$ cat config.mk
export PLATFORM = sky130hd
export DESIGN_NAME = pcde_port
export DESIGN_NICKNAME = d
export VERILOG_FILES = /design/src/logic/pcde_pkg.sv /design/src/logic/pcde_sync.sv /design/src/logic/pcde_pinmux.sv /design/src/logic/pcde_port.sv
export SDC_FILE = /design/constraint.sdc
export NUM_CORES = 1
export LEC_CHECK = 0
export ABC_AREA = 1
export BUFFER_PORTS_ARGS = -buffer_cell sky130_fd_sc_hd__buf_2
export CAP_MARGIN = 15
export CORE_AREA = 2 2 76 78
export CTS_CLUSTER_SIZE = 24
export DETAILED_ROUTE_END_ITERATION = 10
export DIE_AREA = 0 0 78 80
export GPL_TIMING_DRIVEN = 1
export HOLD_SLACK_MARGIN = 0.06
export PLACE_DENSITY = 0.78
export SYNTH_ARGS = -nofsm -noshare
export SYNTH_HDL_FRONTEND = slang
export SYNTH_HIERARCHICAL = 1
export SYNTH_SLANG_ARGS = --single-unit
$ cat constraint.sdc
create_clock -name clk_i -period 1.35 [get_ports clk_i]
set_clock_uncertainty 0.1 [all_clocks]
set_input_delay 0.135 -clock clk_i [delete_from_list [all_inputs] [get_ports clk_i]]
set_output_delay 0.135 -clock clk_i [all_outputs]
set_load 0.01 [all_outputs]
$ cat src/logic/pcde_pkg.sv
// Package for the Port C/D/E direction and data block.
// Assumes a plain register port with byte-wide registers at word-free offsets.
package pcde_pkg;

    localparam int PCDE_AW = 4;
    localparam logic [3:0] PCDE_OFS_E_DIR = 4'h3;
    localparam logic [3:0] PCDE_OFS_C_DATA = 4'h4;
    localparam logic [3:0] PCDE_OFS_D_DATA = 4'h5;
    // Port C direction has no printed offset; placed beside Port D direction.
    localparam logic [3:0] PCDE_OFS_C_DIR = 4'h6;
    localparam logic [3:0] PCDE_OFS_D_DIR = 4'h7;

    localparam logic [1:0] PCDE_RST_TWO = 2'h0;
    localparam logic [7:0] PCDE_RST_EIGHT = 8'h00;

    // Die link width selections.
    typedef enum logic [1:0] {
        PCDE_LINK_OFF = 2'b00,
        PCDE_LINK_W4 = 2'b01,
        PCDE_LINK_W8 = 2'b10
    } pcde_link_e;

    // Register state of the block.
    typedef struct packed {
        logic [1:0] e_dir;
        logic [1:0] c_data;
        logic [1:0] c_dir;
        logic [7:0] d_data;
        logic [7:0] d_dir;
        logic [7:0] rdata;
    } pcde_regs_s;

    // One port's pin drive group.
    typedef struct packed {
        logic [7:0] out;
        logic [7:0] oe;
    } pcde_drive_s;

endpackage : pcde_pkg

$ cat src/logic/pcde_sync.sv
// Two-flop synchroniser for a bus of pin inputs.
// Assumes the inputs are asynchronous to clk_i.
`timescale 1ns/1ps
module pcde_sync
    import pcde_pkg::*;
#(
    parameter int W = 8
)
(
    // Clock and reset
    input wire logic clk_i,
    input wire logic srst_i,
    // Data
    input wire logic [W-1:0] async_i,
    output logic [W-1:0] sync_o
);
    typedef struct packed {
        logic [W-1:0] meta;
        logic [W-1:0] stable;
    } pcde_sync_s;

    pcde_sync_s st;
    pcde_sync_s next_st;

    always_comb
    begin
        next_st.meta = async_i;
        next_st.stable = st.meta;
    end

    always_ff @(posedge clk_i)
    begin
        if (srst_i)
        begin
            st <= '0;
        end
        else
        begin
            st <= next_st;
        end
    end

    assign sync_o = st.stable;
endmodule : pcde_sync

$ cat src/logic/pcde_pinmux.sv
// Pin ownership mux: selects register control or die link control per pin.
// Assumes the die link logic supplies its own drive values and enables.
`timescale 1ns/1ps
module pcde_pinmux
    import pcde_pkg::*;
#(
    parameter int W = 8
)
(
    // Ownership
    input wire logic [W-1:0] alt_own_i,
    // General purpose control
    input wire logic [W-1:0] gp_data_i,
    input wire logic [W-1:0] gp_dir_i,
    // Alternate function control
    input wire logic [W-1:0] alt_out_i,
    input wire logic [W-1:0] alt_oe_i,
    // Pin drive
    output logic [W-1:0] pin_o,
    output logic [W-1:0] pin_oe_o
);
    always_comb
    begin
        for (int i = 0; i < W; i++)
        begin
            if (alt_own_i[i])
            begin
                pin_o[i] = alt_out_i[i];
                pin_oe_o[i] = alt_oe_i[i];
            end
            else
            begin
                pin_o[i] = gp_data_i[i] & gp_dir_i[i];
                pin_oe_o[i] = gp_dir_i[i];
            end
        end
    end
endmodule : pcde_pinmux

$ cat src/logic/pcde_port.sv
// Port C and D direction and data registers and Port E direction register, with die link and oscillator muxing.
// Assumes software on the plain register port and pins arriving asynchronously.
//
// The implementer's own choice: the plain strobed port.
`timescale 1ns/1ps

module pcde_port
    import pcde_pkg::*;
(
    // Clock and reset
    input wire logic clk_i,
    input wire logic srst_i,
    // Register port
    input wire logic [PCDE_AW-1:0] addr_i,
    input wire logic [7:0] wdata_i,
    input wire logic wr_i,
    input wire logic rd_i,
    output logic [7:0] rdata_o,
    // Mode controls
    input wire logic osc_en_i,
    input wire pcde_link_e link_mode_i,
    // Die link side
    input wire logic link_int_out_i,
    input wire logic link_int_oe_i,
    input wire logic link_clk_out_i,
    input wire logic link_clk_oe_i,
    input wire logic [7:0] link_dat_out_i,
    input wire logic [7:0] link_dat_oe_i,
    output logic link_int_in_o,
    output logic [7:0] link_dat_in_o,
    // Oscillator side
    output logic [1:0] osc_pin_o,
    // Port E pins
    input wire logic [1:0] pe_pin_i,
    output logic [1:0] pe_pin_o,
    output logic [1:0] pe_pin_oe_o,
    // Port C pins
    input wire logic [1:0] pc_pin_i,
    output logic [1:0] pc_pin_o,
    output logic [1:0] pc_pin_oe_o,
    // Port D pins
    input wire logic [7:0] pd_pin_i,
    output logic [7:0] pd_pin_o,
    output logic [7:0] pd_pin_oe_o
);
    pcde_regs_s st;
    pcde_regs_s next_st;
    logic [1:0] pc_sync;
    logic [7:0] pd_sync;
    logic [1:0] pc_own;
    logic [7:0] pd_own;
    logic [7:0] pc_out8;
    logic [7:0] pc_oe8;

    // Mixing register bits with the pin image only for inputs.
    function automatic logic [7:0] pcde_readback(input logic [7:0] data, input logic [7:0] dir,
                                                 input logic [7:0] pin);
        pcde_readback = (data & dir) | (pin & ~dir);
    endfunction : pcde_readback

    pcde_sync #(.W(2)) u_sync_c (
        .clk_i(clk_i),
        .srst_i(srst_i),
        .async_i(pc_pin_i),
        .sync_o(pc_sync)
    );

    pcde_sync #(.W(8)) u_sync_d (
        .clk_i(clk_i),
        .srst_i(srst_i),
        .async_i(pd_pin_i),
        .sync_o(pd_sync)
    );

    // Port C belongs to the link whenever the link runs in either width.
    assign pc_own = (link_mode_i != PCDE_LINK_OFF) ? 2'b11 : 2'b00;
    always_comb
    begin
        case (link_mode_i)
            PCDE_LINK_W8: pd_own = 8'hff;
            PCDE_LINK_W4: pd_own = 8'h0f;
            default: pd_own = 8'h00;
        endcase
    end

    always_comb
    begin
        next_st = st;
        if (wr_i)
        begin
            case (addr_i)
                PCDE_OFS_E_DIR: next_st.e_dir = wdata_i[1:0];
                PCDE_OFS_C_DATA: next_st.c_data = wdata_i[1:0];
                PCDE_OFS_D_DATA: next_st.d_data = wdata_i;
                PCDE_OFS_C_DIR: next_st.c_dir = wdata_i[1:0];
                PCDE_OFS_D_DIR: next_st.d_dir = wdata_i;
                default: ;
            endcase
        end
        next_st.rdata = 8'h00;
        if (rd_i)
        begin
            case (addr_i)
                PCDE_OFS_E_DIR: next_st.rdata = {6'h00, st.e_dir};
                PCDE_OFS_C_DATA: next_st.rdata = pcde_readback({6'h00, st.c_data}, {6'h00, st.c_dir},
                                                               {6'h00, pc_sync});
                PCDE_OFS_D_DATA: next_st.rdata = pcde_readback(st.d_data, st.d_dir, pd_sync);
                PCDE_OFS_C_DIR: next_st.rdata = {6'h00, st.c_dir};
                PCDE_OFS_D_DIR: next_st.rdata = st.d_dir;
                default: next_st.rdata = 8'h00;
            endcase
        end
    end

    always_ff @(posedge clk_i)
    begin
        if (srst_i)
        begin
            st.e_dir <= PCDE_RST_TWO;
            st.c_data <= PCDE_RST_TWO;
            st.c_dir <= PCDE_RST_TWO;
            st.d_data <= PCDE_RST_EIGHT;
            st.d_dir <= PCDE_RST_EIGHT;
            st.rdata <= PCDE_RST_EIGHT;
        end
        else
        begin
            st <= next_st;
        end
    end

    assign rdata_o = st.rdata;

    // Port E: oscillator takes the pins without touching the stored direction.
    always_comb
    begin
        if (osc_en_i)
        begin
            pe_pin_o = 2'b00;
            pe_pin_oe_o = 2'b00;
        end
        else
        begin
            pe_pin_o = 2'b00;
            pe_pin_oe_o = st.e_dir;
        end
    end
    // The oscillator sees the raw pads; a synchroniser would break its analog path.
    assign osc_pin_o = osc_en_i ? pe_pin_i : 2'b00;

    pcde_pinmux #(.W(8)) u_mux_c (
        .alt_own_i({6'h00, pc_own}),
        .gp_data_i({6'h00, st.c_data}),
        .gp_dir_i({6'h00, st.c_dir}),
        .alt_out_i({6'h00, link_int_out_i, link_clk_out_i}),
        .alt_oe_i({6'h00, link_int_oe_i, link_clk_oe_i}),
        .pin_o(pc_out8),
        .pin_oe_o(pc_oe8)
    );
    assign pc_pin_o = pc_out8[1:0];
    assign pc_pin_oe_o = pc_oe8[1:0];
    assign link_int_in_o = pc_sync[1];

    pcde_pinmux #(.W(8)) u_mux_d (
        .alt_own_i(pd_own),
        .gp_data_i(st.d_data),
        .gp_dir_i(st.d_dir),
        .alt_out_i(link_dat_out_i),
        .alt_oe_i(link_dat_oe_i),
        .pin_o(pd_pin_o),
        .pin_oe_o(pd_pin_oe_o)
    );
    assign link_dat_in_o = pd_sync & pd_own;

    // Assertions.
    property p_edir_oe;
        @(posedge clk_i) disable iff (srst_i) !osc_en_i |-> pe_pin_oe_o == st.e_dir;
    endproperty
    a_edir_oe: assert property (p_edir_oe) else $error("Port E enable differs from direction");

    property p_osc_keeps;
        @(posedge clk_i) disable iff (srst_i) (osc_en_i && !wr_i) |=> st.e_dir == $past(st.e_dir);
    endproperty
    a_osc_keeps: assert property (p_osc_keeps) else $error("Port E direction moved under oscillator");

    property p_c_link;
        @(posedge clk_i) disable iff (srst_i)
            link_mode_i != PCDE_LINK_OFF |-> pc_pin_oe_o == {link_int_oe_i, link_clk_oe_i};
    endproperty
    a_c_link: assert property (p_c_link) else $error("Port C not owned by die link");

    property p_w8;
        @(posedge clk_i) disable iff (srst_i) link_mode_i == PCDE_LINK_W8 |-> pd_pin_oe_o == link_dat_oe_i;
    endproperty
    a_w8: assert property (p_w8) else $error("Port D not fully owned in 8-bit mode");

    property p_w4;
        @(posedge clk_i) disable iff (srst_i)
            link_mode_i == PCDE_LINK_W4 |-> pd_pin_oe_o[7:4] == st.d_dir[7:4];
    endproperty
    a_w4: assert property (p_w4) else $error("Upper Port D not general purpose in 4-bit mode");

    property p_d_read;
        @(posedge clk_i) disable iff (srst_i)
            (rd_i && addr_i == PCDE_OFS_D_DATA && !wr_i) ##1 !$past(wr_i)
            |-> rdata_o == pcde_readback($past(st.d_data), $past(st.d_dir), $past(pd_sync));
    endproperty
    a_d_read: assert property (p_d_read) else $error("Port D readback wrong");

    property p_c_gp;
        @(posedge clk_i) disable iff (srst_i)
            link_mode_i == PCDE_LINK_OFF |-> pc_pin_oe_o == st.c_dir && (pc_pin_o & ~st.c_dir) == 2'b00;
    endproperty
    a_c_gp: assert property (p_c_gp) else $error("Port C general purpose drive wrong");

    property p_write;
        @(posedge clk_i) disable iff (srst_i) (wr_i && addr_i == PCDE_OFS_D_DIR) |=> st.d_dir == $past(wdata_i);
    endproperty
    a_write: assert property (p_write) else $error("Port D direction write lost");

    property p_drive;
        @(posedge clk_i) disable iff (srst_i)
            link_mode_i == PCDE_LINK_OFF |-> (pd_pin_o & st.d_dir) == (st.d_data & st.d_dir);
    endproperty
    a_drive: assert property (p_drive) else $error("Port D output not register value");

    property p_upper;
        @(posedge clk_i) disable iff (srst_i) (rd_i && addr_i == PCDE_OFS_E_DIR) |=> rdata_o[7:2] == 6'h00;
    endproperty
    a_upper: assert property (p_upper) else $error("Port E upper bits not zero");

    property p_edir_write;
        @(posedge clk_i) disable iff (srst_i)
            (wr_i && addr_i == PCDE_OFS_E_DIR) |=> st.e_dir == $past(wdata_i[1:0]);
    endproperty
    a_edir_write: assert property (p_edir_write) else $error("Port E direction write lost");

    property p_osc_route;
        @(posedge clk_i) disable iff (srst_i) osc_en_i |-> pe_pin_oe_o == 2'b00 && osc_pin_o == pe_pin_i;
    endproperty
    a_osc_route: assert property (p_osc_route) else $error("Port E pins not handed to oscillator");

    property p_c_int;
        @(posedge clk_i) disable iff (srst_i)
            link_mode_i != PCDE_LINK_OFF |-> pc_pin_o[1] == link_int_out_i;
    endproperty
    a_c_int: assert property (p_c_int) else $error("Port C pin 1 not die link interrupt");

    property p_c_clk;
        @(posedge clk_i) disable iff (srst_i)
            link_mode_i != PCDE_LINK_OFF |-> pc_pin_o[0] == link_clk_out_i && pc_pin_oe_o[0] == link_clk_oe_i;
    endproperty
    a_c_clk: assert property (p_c_clk) else $error("Port C pin 0 not die link clock");

    property p_c_read;
        @(posedge clk_i) disable iff (srst_i) (rd_i && addr_i == PCDE_OFS_C_DATA)
            |=> rdata_o == {6'h00, ($past(st.c_data) & $past(st.c_dir)) | ($past(pc_sync) & ~$past(st.c_dir))};
    endproperty
    a_c_read: assert property (p_c_read) else $error("Port C readback wrong");

    property p_w8_out;
        @(posedge clk_i) disable iff (srst_i) link_mode_i == PCDE_LINK_W8 |-> pd_pin_o == link_dat_out_i;
    endproperty
    a_w8_out: assert property (p_w8_out) else $error("Port D drive not die link data in 8-bit mode");

    property p_w4_low;
        @(posedge clk_i) disable iff (srst_i) link_mode_i == PCDE_LINK_W4
            |-> pd_pin_oe_o[3:0] == link_dat_oe_i[3:0] && link_dat_in_o[7:4] == 4'h0;
    endproperty
    a_w4_low: assert property (p_w4_low) else $error("Lower Port D not die link in 4-bit mode");

    property p_d_gp;
        @(posedge clk_i) disable iff (srst_i) link_mode_i == PCDE_LINK_OFF |-> pd_pin_oe_o == st.d_dir;
    endproperty
    a_d_gp: assert property (p_d_gp) else $error("Port D enable differs from direction");

    property p_c_dir_keep;
        @(posedge clk_i) disable iff (srst_i)
            (link_mode_i != PCDE_LINK_OFF && !wr_i) |=> st.c_dir == $past(st.c_dir);
    endproperty
    a_c_dir_keep: assert property (p_c_dir_keep) else $error("Port C direction moved under die link");

    property p_c_drive;
        @(posedge clk_i) disable iff (srst_i) link_mode_i == PCDE_LINK_OFF |-> pc_pin_o == (st.c_data & st.c_dir);
    endproperty
    a_c_drive: assert property (p_c_drive) else $error("Port C output not register value");

    // Reset is checked without a disable so that the cycle after every reset edge is seen.
    property p_reset;
        @(posedge clk_i) srst_i |=> st.e_dir == PCDE_RST_TWO && st.c_data == PCDE_RST_TWO
            && st.c_dir == PCDE_RST_TWO && st.d_data == PCDE_RST_EIGHT && st.d_dir == PCDE_RST_EIGHT
            && rdata_o == PCDE_RST_EIGHT;
    endproperty
    a_reset: assert property (p_reset) else $error("Register not cleared by reset");

    c_w8: cover property (@(posedge clk_i) link_mode_i == PCDE_LINK_W8);
    c_w4: cover property (@(posedge clk_i) link_mode_i == PCDE_LINK_W4 && st.d_dir[7:4] != 4'h0);
    c_osc: cover property (@(posedge clk_i) osc_en_i && st.e_dir != 2'b00);
    c_rd: cover property (@(posedge clk_i) rd_i && addr_i == PCDE_OFS_C_DATA);
endmodule : pcde_port

==> metrics.txt, run 1 <==
first-pass GRT wire length=9.52 mm; status=complete, no violations; Synth Cell Area=0.00243 mm²; Peak VDD IR=488 µV; crit path launch type=flop; filler instances=518; commonest non-fill, non-tap cell in the layout=nand2_1; fin. max-slew vios=0; CP Capture Point=pd_pin_o[0]; root buf cell=clkbuf_8; synthesis-to-layout area growth=31.8%; Reg-to-Reg End=rdata_o[0]; die width=78 µm; layout cells sized above 1=0.293; non-filler cells, final=540; Initial Util=0.449; Post-DP HPWL=~4.1 mm; commonest cells after routing, fill and taps aside=119 x nand2_1, 91 x buf_2, 51 x inv_1, 47 x dfxtp_1, 28 x a21oi_1; buffers added on ports=91; post-DR wirelength/cell=10.5 µm; CTS buffer count=5; H-tree Lvls=2; GRT overflow=0; Leak=1.64 nW; Synthesis Warnings=6; Avg Cell Area, Syn=6.74 µm²; DRT Pass-1 Iters=4; TritonCTS clock tree=done; First DRT Iteration DRCs=126; Clock Pin Slew Worst Setup and Hold Paths=90 ps; nets=520; Max-Cap Viols=0; final WL=5.67 mm; Required @ worst endpoint=1120 ps; DR vias=2402; ANT nets after route=0; Ant. Diodes=0; Die Area=0.00624 mm²; critical setup path kind=flop to primary output; largest net degree at the start of global routing=39; vias in the first global route=2261; achievable clock frequency=772 MHz; post-route minimum period=approximately 1300 ps; Post-Syn Instances=360; WP data arrival=1060 ps; Die Span Y=~80 µm; clk buf depth=2; Core Box Area=roughly 0.0054 mm²; Clock Latency Late Sink=300 ps; initial antenna violation count=0; Final Power=0.00284 W; DRC viols=0; Critical Path End Type=primary output; Final Hold Viols=0; FP Rows=27; RSZ-0062 raised after global routing=false; Hold Path Class=input port to flop; Final setup viols=0; Tcrit/Tclk final=0.960; Via density=4.45; Ports=94; CP Launch Point=st[8]; DP Cell Count=513; critical-path maximum fanout=6; Reg2Reg Setup Slack=240 ps; clock tree sinks=50; FF-to-FF Start=st[24]; gpl congestion=0.788; PD cells=888 mW/mm²; gr usage total=0.191; Hold Slack=68.8 ps; Worst R2R Path Depth=7
-- report_power, final --
group / leakage, nW / internal, W / total [W] / switching [W]
sequential: 0.409 / 0.00151 / 0.00153 / 0.0000223
clock: 0.0441 / 0.000365 / 0.000872 / 0.000508
combinational: 1.19 / 0.000199 / 0.000433 / 0.000234
total: 1.64 / 0.00208 / 0.00284 / 0.000764
-- flip-flops by register name, indices dropped and copies added (netlist names) --
name,cells
st,22
rdata_o,8
u_sync_d/next_st,8
u_sync_d/sync_o,8
u_sync_c/next_st,2
u_sync_c/sync_o,2
-- metrics by stage --
| stage | utilization | setup slack [ps] | cell area [µm²] | setup TNS, ps |
|---|---|---|---|---|
| after detailed placement | 0.536 | -92.8 | 2900 | -678 |
| after global placement | 0.536 | -59.3 | 2900 | -282 |
| after global routing | 0.592 | 8.33 | 3200 | 0 |
| final | 0.592 | 54.6 | 3200 | 0 |
| after CTS | 0.589 | 18.0 | 3180 | 0 |
| after floorplan | - | 204 | 2430 | 0 |
-- critical path, stage by stage, from the launching register on --
cell	delay, ps
dfxtp_1	460
nand3_2	110
nand2_1	70
buf_2	120
-- per-layer routing --
| metal | GRT usage | vias to the layer above | wire [µm] |
|---|---|---|---|
| li1 | - | 1298 | - |
| met1 | 0.224 | 1028 | 2560 |
| met2 | 0.347 | 67 | 2720 |
| met3 | 0.0317 | 9 | 283 |
| met4 | 0.0754 | 0 | 113 |
| met5 | 0 | - | 0 |
-- worst min path at each step --
stage | endpoint | slack (ps) | cells past startpoint | startpoint
global placement | u_sync_d/next_st[4] | 230 | 3 | pd_pin_i[4]
detailed placement | u_sync_d/next_st[4] | 240 | 3 | pd_pin_i[4]
floorplan | u_sync_c/next_st[0] | 110 | 1 | srst_i
CTS | st[25] | 70 | 4 | srst_i
finish | st[25] | 70 | 4 | srst_i
global route | st[24] | 110 | 4 | srst_i
-- timing repair --
item	4_1_cts	5_1_grt
setup buffers	0	0
hold endpoints to repair	28	0
hold buffers	19	0
setup endpoints to repair	12	13
gates resized for setup	1	5
-- final cells by class --
type                            instances  area (µm²)  area share
Clock buffer                            5        68.8      0.0215
Clock inverter                          3        21.3     0.00665
Inverter                               61         229      0.0716
Multi-Input combinational cell        232        1070       0.336
Sequential cell                        50        1000       0.314
Tap cell                               72        90.1      0.0282
Timing Repair Buffer                  117         711       0.222
No activity file was read; power rests on OpenSTA's default activity.
==> inputs of run 2 (changes only) <==
BUFFER_PORTS_ARGS = unset   (was -buffer_cell sky130_fd_sc_hd__buf_2)
CORE_AREA = 2 2 76 63   (was 2 2 76 78)
DIE_AREA = 0 0 78 65   (was 0 0 78 80)
DONT_BUFFER_PORTS = 1   (was unset)
PLACE_DENSITY = 0.77   (was 0.78)
==> run 2 against run 1 <==
Effect of this change: sequential power about the same; critical endpoint is now st[10]; hold slack worse by 49 ps; critical path type is now input port to flop; first-iteration DRC count rose by 32%; sequential cell count stayed put.
==> metrics.txt, run 2 (same netlist as run 1, synthesis figures left out) <==
status=complete, no violations; root buf cell=clkbuf_8; gpl congestion=0.769 (-2.5%); largest net degree at the start of global routing=23 (-41%); DRC viols=0 (unchanged); Die Area=0.00507 mm² (-19%); switching share of power=0.242 (-0.0275); NetSw=0.000709 W (-7.3%); buffers added on ports=0 (-100%); Combinational Power Share=0.127 (-0.026); vias in the first global route=2145 (-5.1%); Initial Util=0.551 (+0.102); First DRT Iteration DRCs=166 (+32%); clk buf depth=2 (unchanged); initial antenna violation count=0 (unchanged); Final Hold Viols=0 (unchanged); RSZ-0062 raised after global routing=true; DRT Pass-1 Iters=4 (unchanged); final WL=5.94 mm (+4.8%); placed cell areas=0.00239 mm² (-18%); nets=461 (-11%); Clock Latency Late Sink=290 ps (about the same); post-DR wirelength/cell=12.7 µm (+21%); achievable clock frequency=754 MHz (-2.4%); Required @ worst endpoint=1480 ps (+360 ps); TritonCTS clock tree=done; FP Rows=22 (-19%); Hold Path Class=input port to flop; Ports=94 (unchanged); post-route cell area=0.00307 mm² (-3.9%); Ant. Diodes=0 (unchanged); die width=78 µm (unchanged); Peak VDD IR=799 µV (+64%); non-filler cells, final=469 (-13%); clock power share=0.350 (+0.043); Internal=0.00222 W (+7.2%); GRT overflow=0 (unchanged); Critical Path End Type=flop; Most flops, register=st; clock tree sinks=50 (unchanged); gr usage total=0.241 (+0.0497); max reg flops=22 (unchanged); crit path launch type=input port; commonest cells after routing, fill and taps aside=119 x nand2_1, 51 x inv_1, 50 x dfxtp_1, 46 x dlygate4sd3_1, 27 x a21oi_1; DR vias=2315 (-3.6%); Clock Pin Slew Worst Setup and Hold Paths=90 ps (about the same); Core Box Area=0.00440 mm² (-19%); critical setup path kind=input port to flop; first-pass GRT wire length=9.74 mm (+2.3%); PD cells=954 mW/mm² (+7.4%); critical-path maximum fanout=2 (-4); commonest non-fill, non-tap cell in the layout=nand2_1; ANT nets after route=0 (unchanged); Post-DP HPWL=3.65 mm (-12%); DP Cell Count=406 (-21%); Tcrit/Tclk final=0.983 (+0.0234); Sequential Power Share=0.524 (-0.016); CTS buffer count=5 (unchanged); Via density=4.94 (+11%); Die Span Y=65 µm (-19%); WP data arrival=1460 ps (+400 ps); Max-Cap Viols=0 (unchanged); Leak=1.44 nW (-12%); fin. max-slew vios=0 (unchanged); synthesis-to-layout area growth=26.6%; Final setup viols=0 (unchanged); layout cells sized above 1=0.105 (-0.188); post-route minimum period=1330 ps (+31.6 ps); H-tree Lvls=2 (unchanged)
-- run 2: cell types whose count changed in the layout (fill, tap and decap cells not counted), moves of 3 or more --
cell / delta
dfxtp_2: -3
dlymetal6s4s_1: +5
dlygate4sd3_1: +27
dfxtp_1: +3
buf_2: -91
-- run 2: per-stage QoR --
stage	utilization	TNS (ps)	worst slack [ps]	hold slack, ps	total power [W]
after detailed placement	0.542	0	83.6	108	0.00179
after floorplan	-	0	204	106	0.00179
final	0.698	0	23.0	19.3	0.00293
after global routing	0.698	-4.66	-4.66	10.9	0.00307
after CTS	0.689	0	7.18	82.9	0.00293
after global placement	0.542	0	118	108	0.00178
-- run 2: timing repair --
item / 4_1_cts / 5_1_grt
hold buffers: 53 / 1
resized for setup: 0 / 10
setup endpoints to repair: 0 / 28
endpoints found under the hold margin: 45 / 17
buffers inserted: 0 / 3
-- run 2: worst paths after layout --
check,startpoint,end,slack (ps),depth (start not counted)
min,srst_i,st[14],20,2
min reg2reg,st[28],st[28],390,2
max,wdata_i[2],st[10],20,4
max reg2reg,u_sync_d/next_st[7],u_sync_d/sync_o[7],170,3
-- run 2: cell type report --
cell class / instances / area [µm²]
fillers: 375 / 1330
clock buffers: 6 / 72.6
repair buffers: 58 / 592
inverters: 61 / 229
flip-flops and latches: 50 / 1000
well taps: 60 / 75.1
multi-input cells: 232 / 1070
clock inverters: 2 / 37.5
-- run 2: critical path: stages --
cell and delay (ps):
dlygate4sd3_1 570, nand3_1 80, dlygate4sd3_1 560, a21oi_1 120
-- run 2: power groups by stage --
stage               clock network, W  logic [W]  registers [W]
finish                       0.00103   0.000371        0.00154
global route                 0.00112   0.000410        0.00154
CTS                          0.00104   0.000353        0.00153
detailed placement                 0   0.000221        0.00157
global placement                   0   0.000215        0.00157
floorplan                          0   0.000223        0.00156
-- run 2: layer usage --
metal	vias up	share of wire	GRT usage
met1	1045	0.45	0.314
met2	92	0.49	0.412
met3	2	0.064	0.0599
li1	1176	-	-
met5	-	0	0
met4	0	0.0024	0.0417
==> inputs of run 3 (changes only) <==
GPL_ROUTABILITY_DRIVEN = 0   (was unset)
GPL_TIMING_DRIVEN = 0   (was 1)
SKIP_LAST_GASP = 1   (was unset)
==> run 3 against run 2 <==
Effect of this change: sequential share of layout area up 0.19 points; hold slack gained 42 ps; global-route usage shrank 0.50 points; highest routed layer unchanged; critical path depth is the same; via count shrank 1.3%; sequential cell count unchanged.
==> metrics.txt, run 3 (same netlist as run 1, synthesis figures left out) <==
status=complete, no violations; vias in the first global route=2124 (-0.98%); First DRT Iteration DRCs=216 (+30%); Required @ worst endpoint=1440 ps (-40 ps); max reg flops=22 (unchanged); Reg-to-Reg End=u_sync_d/sync_o[2]; initial antenna violation count=0 (unchanged); first-pass GRT wire length=9.49 mm (-2.5%); Combinational Power Share=0.126 (about the same); Final Power=0.00296 W (+0.78%); Final Hold Viols=0 (unchanged); Core Box Area=0.00440 mm² (unchanged); DR vias=2286 (-1.3%); Internal=0.00222 W (about the same); Leak=1.43 nW (-0.45%); DRT Pass-1 Iters=4 (unchanged); Reg2Reg Setup Slack=180 ps (about the same); PD cells=967 mW/mm² (+1.4%); Die Span Y=65 µm (unchanged); Worst R2R Path Depth=3 (unchanged); gr usage total=0.236 (-0.00499); Clock Pin Slew Worst Setup and Hold Paths=90 ps (about the same); Peak VDD IR=767 µV (-3.9%); Clock Latency Late Sink=300 ps (about the same); hold_sp=addr_i[2]; WP buf/inv=3 (+1); Sequential Power Share=0.519 (-0.005); CP delay by family, top=buffers and inverters; TritonCTS clock tree=done; Ant. Diodes=0 (unchanged); largest net degree at the start of global routing=17 (-26%); nets=464 (+0.65%); final WL=5.75 mm (-3.3%); Tcrit/Tclk final=0.926 (-0.0574); Most common cell on crit path=dlygate4sd3_1; Initial Util=0.551 (unchanged); clock tree sinks=50 (unchanged); Most flops, register=st; post-route minimum period=1250 ps (-77.4 ps); clk buf depth=2 (unchanged); setup bufs post-CTS=0 (unchanged); Ports=94 (unchanged); worst path cell trace=dlygate4sd3_1 > inv_1 > nor2_2 > dlygate4sd3_1; commonest non-fill, non-tap cell in the layout=nand2_1; root buf cell=clkbuf_8; critical setup path kind=input port to flop; buffers added on ports=0 (unchanged); Hold Path Class=input port to flop; ANT nets after route=0 (unchanged); switching share of power=0.248 (+0.00602); Max-Cap Viols=0 (unchanged); H-tree Lvls=2 (unchanged); die width=78 µm (unchanged); WP data arrival=1340 ps (-120 ps); fin. max-slew vios=0 (unchanged); layout cells sized above 1=0.126 (+0.0211); synthesis-to-layout area growth=25.9%; FF-to-FF Start=u_sync_d/next_st[2]; critical-path maximum fanout=1 (-1); clock power share=0.355 (+0.005); Final setup viols=0 (unchanged); RSZ-0062 raised after global routing=false; CTS buffer count=5 (unchanged); Via density=4.84 (-1.9%); Critical Path End Type=flop; crit path launch type=input port; filler instances=372 (-0.80%); NetSw=0.000732 W (+3.3%); Post-DP HPWL=3.82 mm (+4.7%); Sum Neg Setup Slack=0 ps (unchanged); Die Area=0.00507 mm² (unchanged); Hold Path Sink=st[25]; commonest cells after routing, fill and taps aside=119 x nand2_1, 51 x inv_1, 50 x dfxtp_1, 41 x dlygate4sd3_1, 28 x a21oi_1; Hold Path Cell Cnt=4 (+2); FP Rows=22 (unchanged); slowest cell on the critical path=dlygate4sd3_1; Worst path max stage delay=560 ps (about the same); post-DR wirelength/cell=12.2 µm (-3.9%); achievable clock frequency=800 MHz (+6.2%); DRC viols=0 (unchanged); GRT overflow=0 (unchanged)
-- run 3: changes by cell type in the layout (fill, tap and decap cells not counted), sizes merged --
cell / previous run / this run
clkbuf: 6 / 7
dlygate4sd3: 46 / 41
buf: 7 / 17
dlymetal6s4s: 5 / 2
-- run 3: worst max path at each step --
stage | startpoint | endpoint | slack [ps] | cells past startpoint
2_1_floorplan | link_mode_i[0] | pd_pin_oe_o[0] | 200 | 5
3_3_place_gp | link_mode_i[0] | pd_pin_o[3] | 20 | 4
3_5_place_dp | link_mode_i[0] | link_dat_in_o[5] | 30 | 4
4_1_cts | wdata_i[6] | st[22] | 20 | 4
5_1_grt | addr_i[3] | st[28] | 40 | 5
6_report | pd_pin_i[3] | u_sync_d/next_st[3] | 100 | 4
-- run 3: per-layer routing --
metal  global-route usage  share of wire  up-vias
met4               0.0548         0.0090        0
met1                0.297           0.43     1005
li1                     -              -     1184
met5                    0              0        -
met2                0.403           0.48       90
met3               0.0655          0.079        7
-- run 3: cell type report --
cell class | instances | area (µm²) | area share
Multi-Input combinational cell | 232 | 1060 | 0.348
Sequential cell | 50 | 1000 | 0.327
Clock inverter | 2 | 37.5 | 0.0123
Buffer | 18 | 143 | 0.0467
Inverter | 61 | 229 | 0.0749
Clock buffer | 6 | 72.6 | 0.0237
Timing Repair Buffer | 43 | 435 | 0.142
Tap cell | 60 | 75.1 | 0.0246
-- run 3: timing repair --
action / CTS / global route
gates resized for setup: 0 / 4
setup endpoints to repair: 0 / 15
hold buffers: 43 / 0
hold endpoints to repair: 41 / 0
-- run 3: power groups by stage --
| stage | Sequential, W | Combinational [W] | Clock (W) |
|---|---|---|---|
| global route | 0.00154 | 0.000412 | 0.00113 |
| CTS | 0.00153 | 0.000362 | 0.00105 |
| finish | 0.00153 | 0.000372 | 0.00105 |
| detailed placement | 0.00157 | 0.000266 | 0 |
| global placement | 0.00157 | 0.000261 | 0 |
| floorplan | 0.00156 | 0.000223 | 0 |
-- run 3: per-stage QoR --
stage / hold WS [ps] / worst slack, ps / util / area (µm²) / cells
floorplan: 106 / 204 / - / 2430 / 361
global placement: 108 / 21.1 / 0.569 / 2510 / 421
detailed placement: 108 / 33.2 / 0.569 / 2510 / 421
CTS: 62.4 / 15.9 / 0.692 / 3050 / 472
global route: 89.4 / 35.5 / 0.694 / 3060 / 472
finish: 61.6 / 100 / 0.694 / 3060 / 472
-- run 3: worst register-to-register path: stages, from the launching register on --
cell,delay (ps)
dfxtp_1,310
inv_1,30
nor2_1,100
dlygate4sd3_1,570
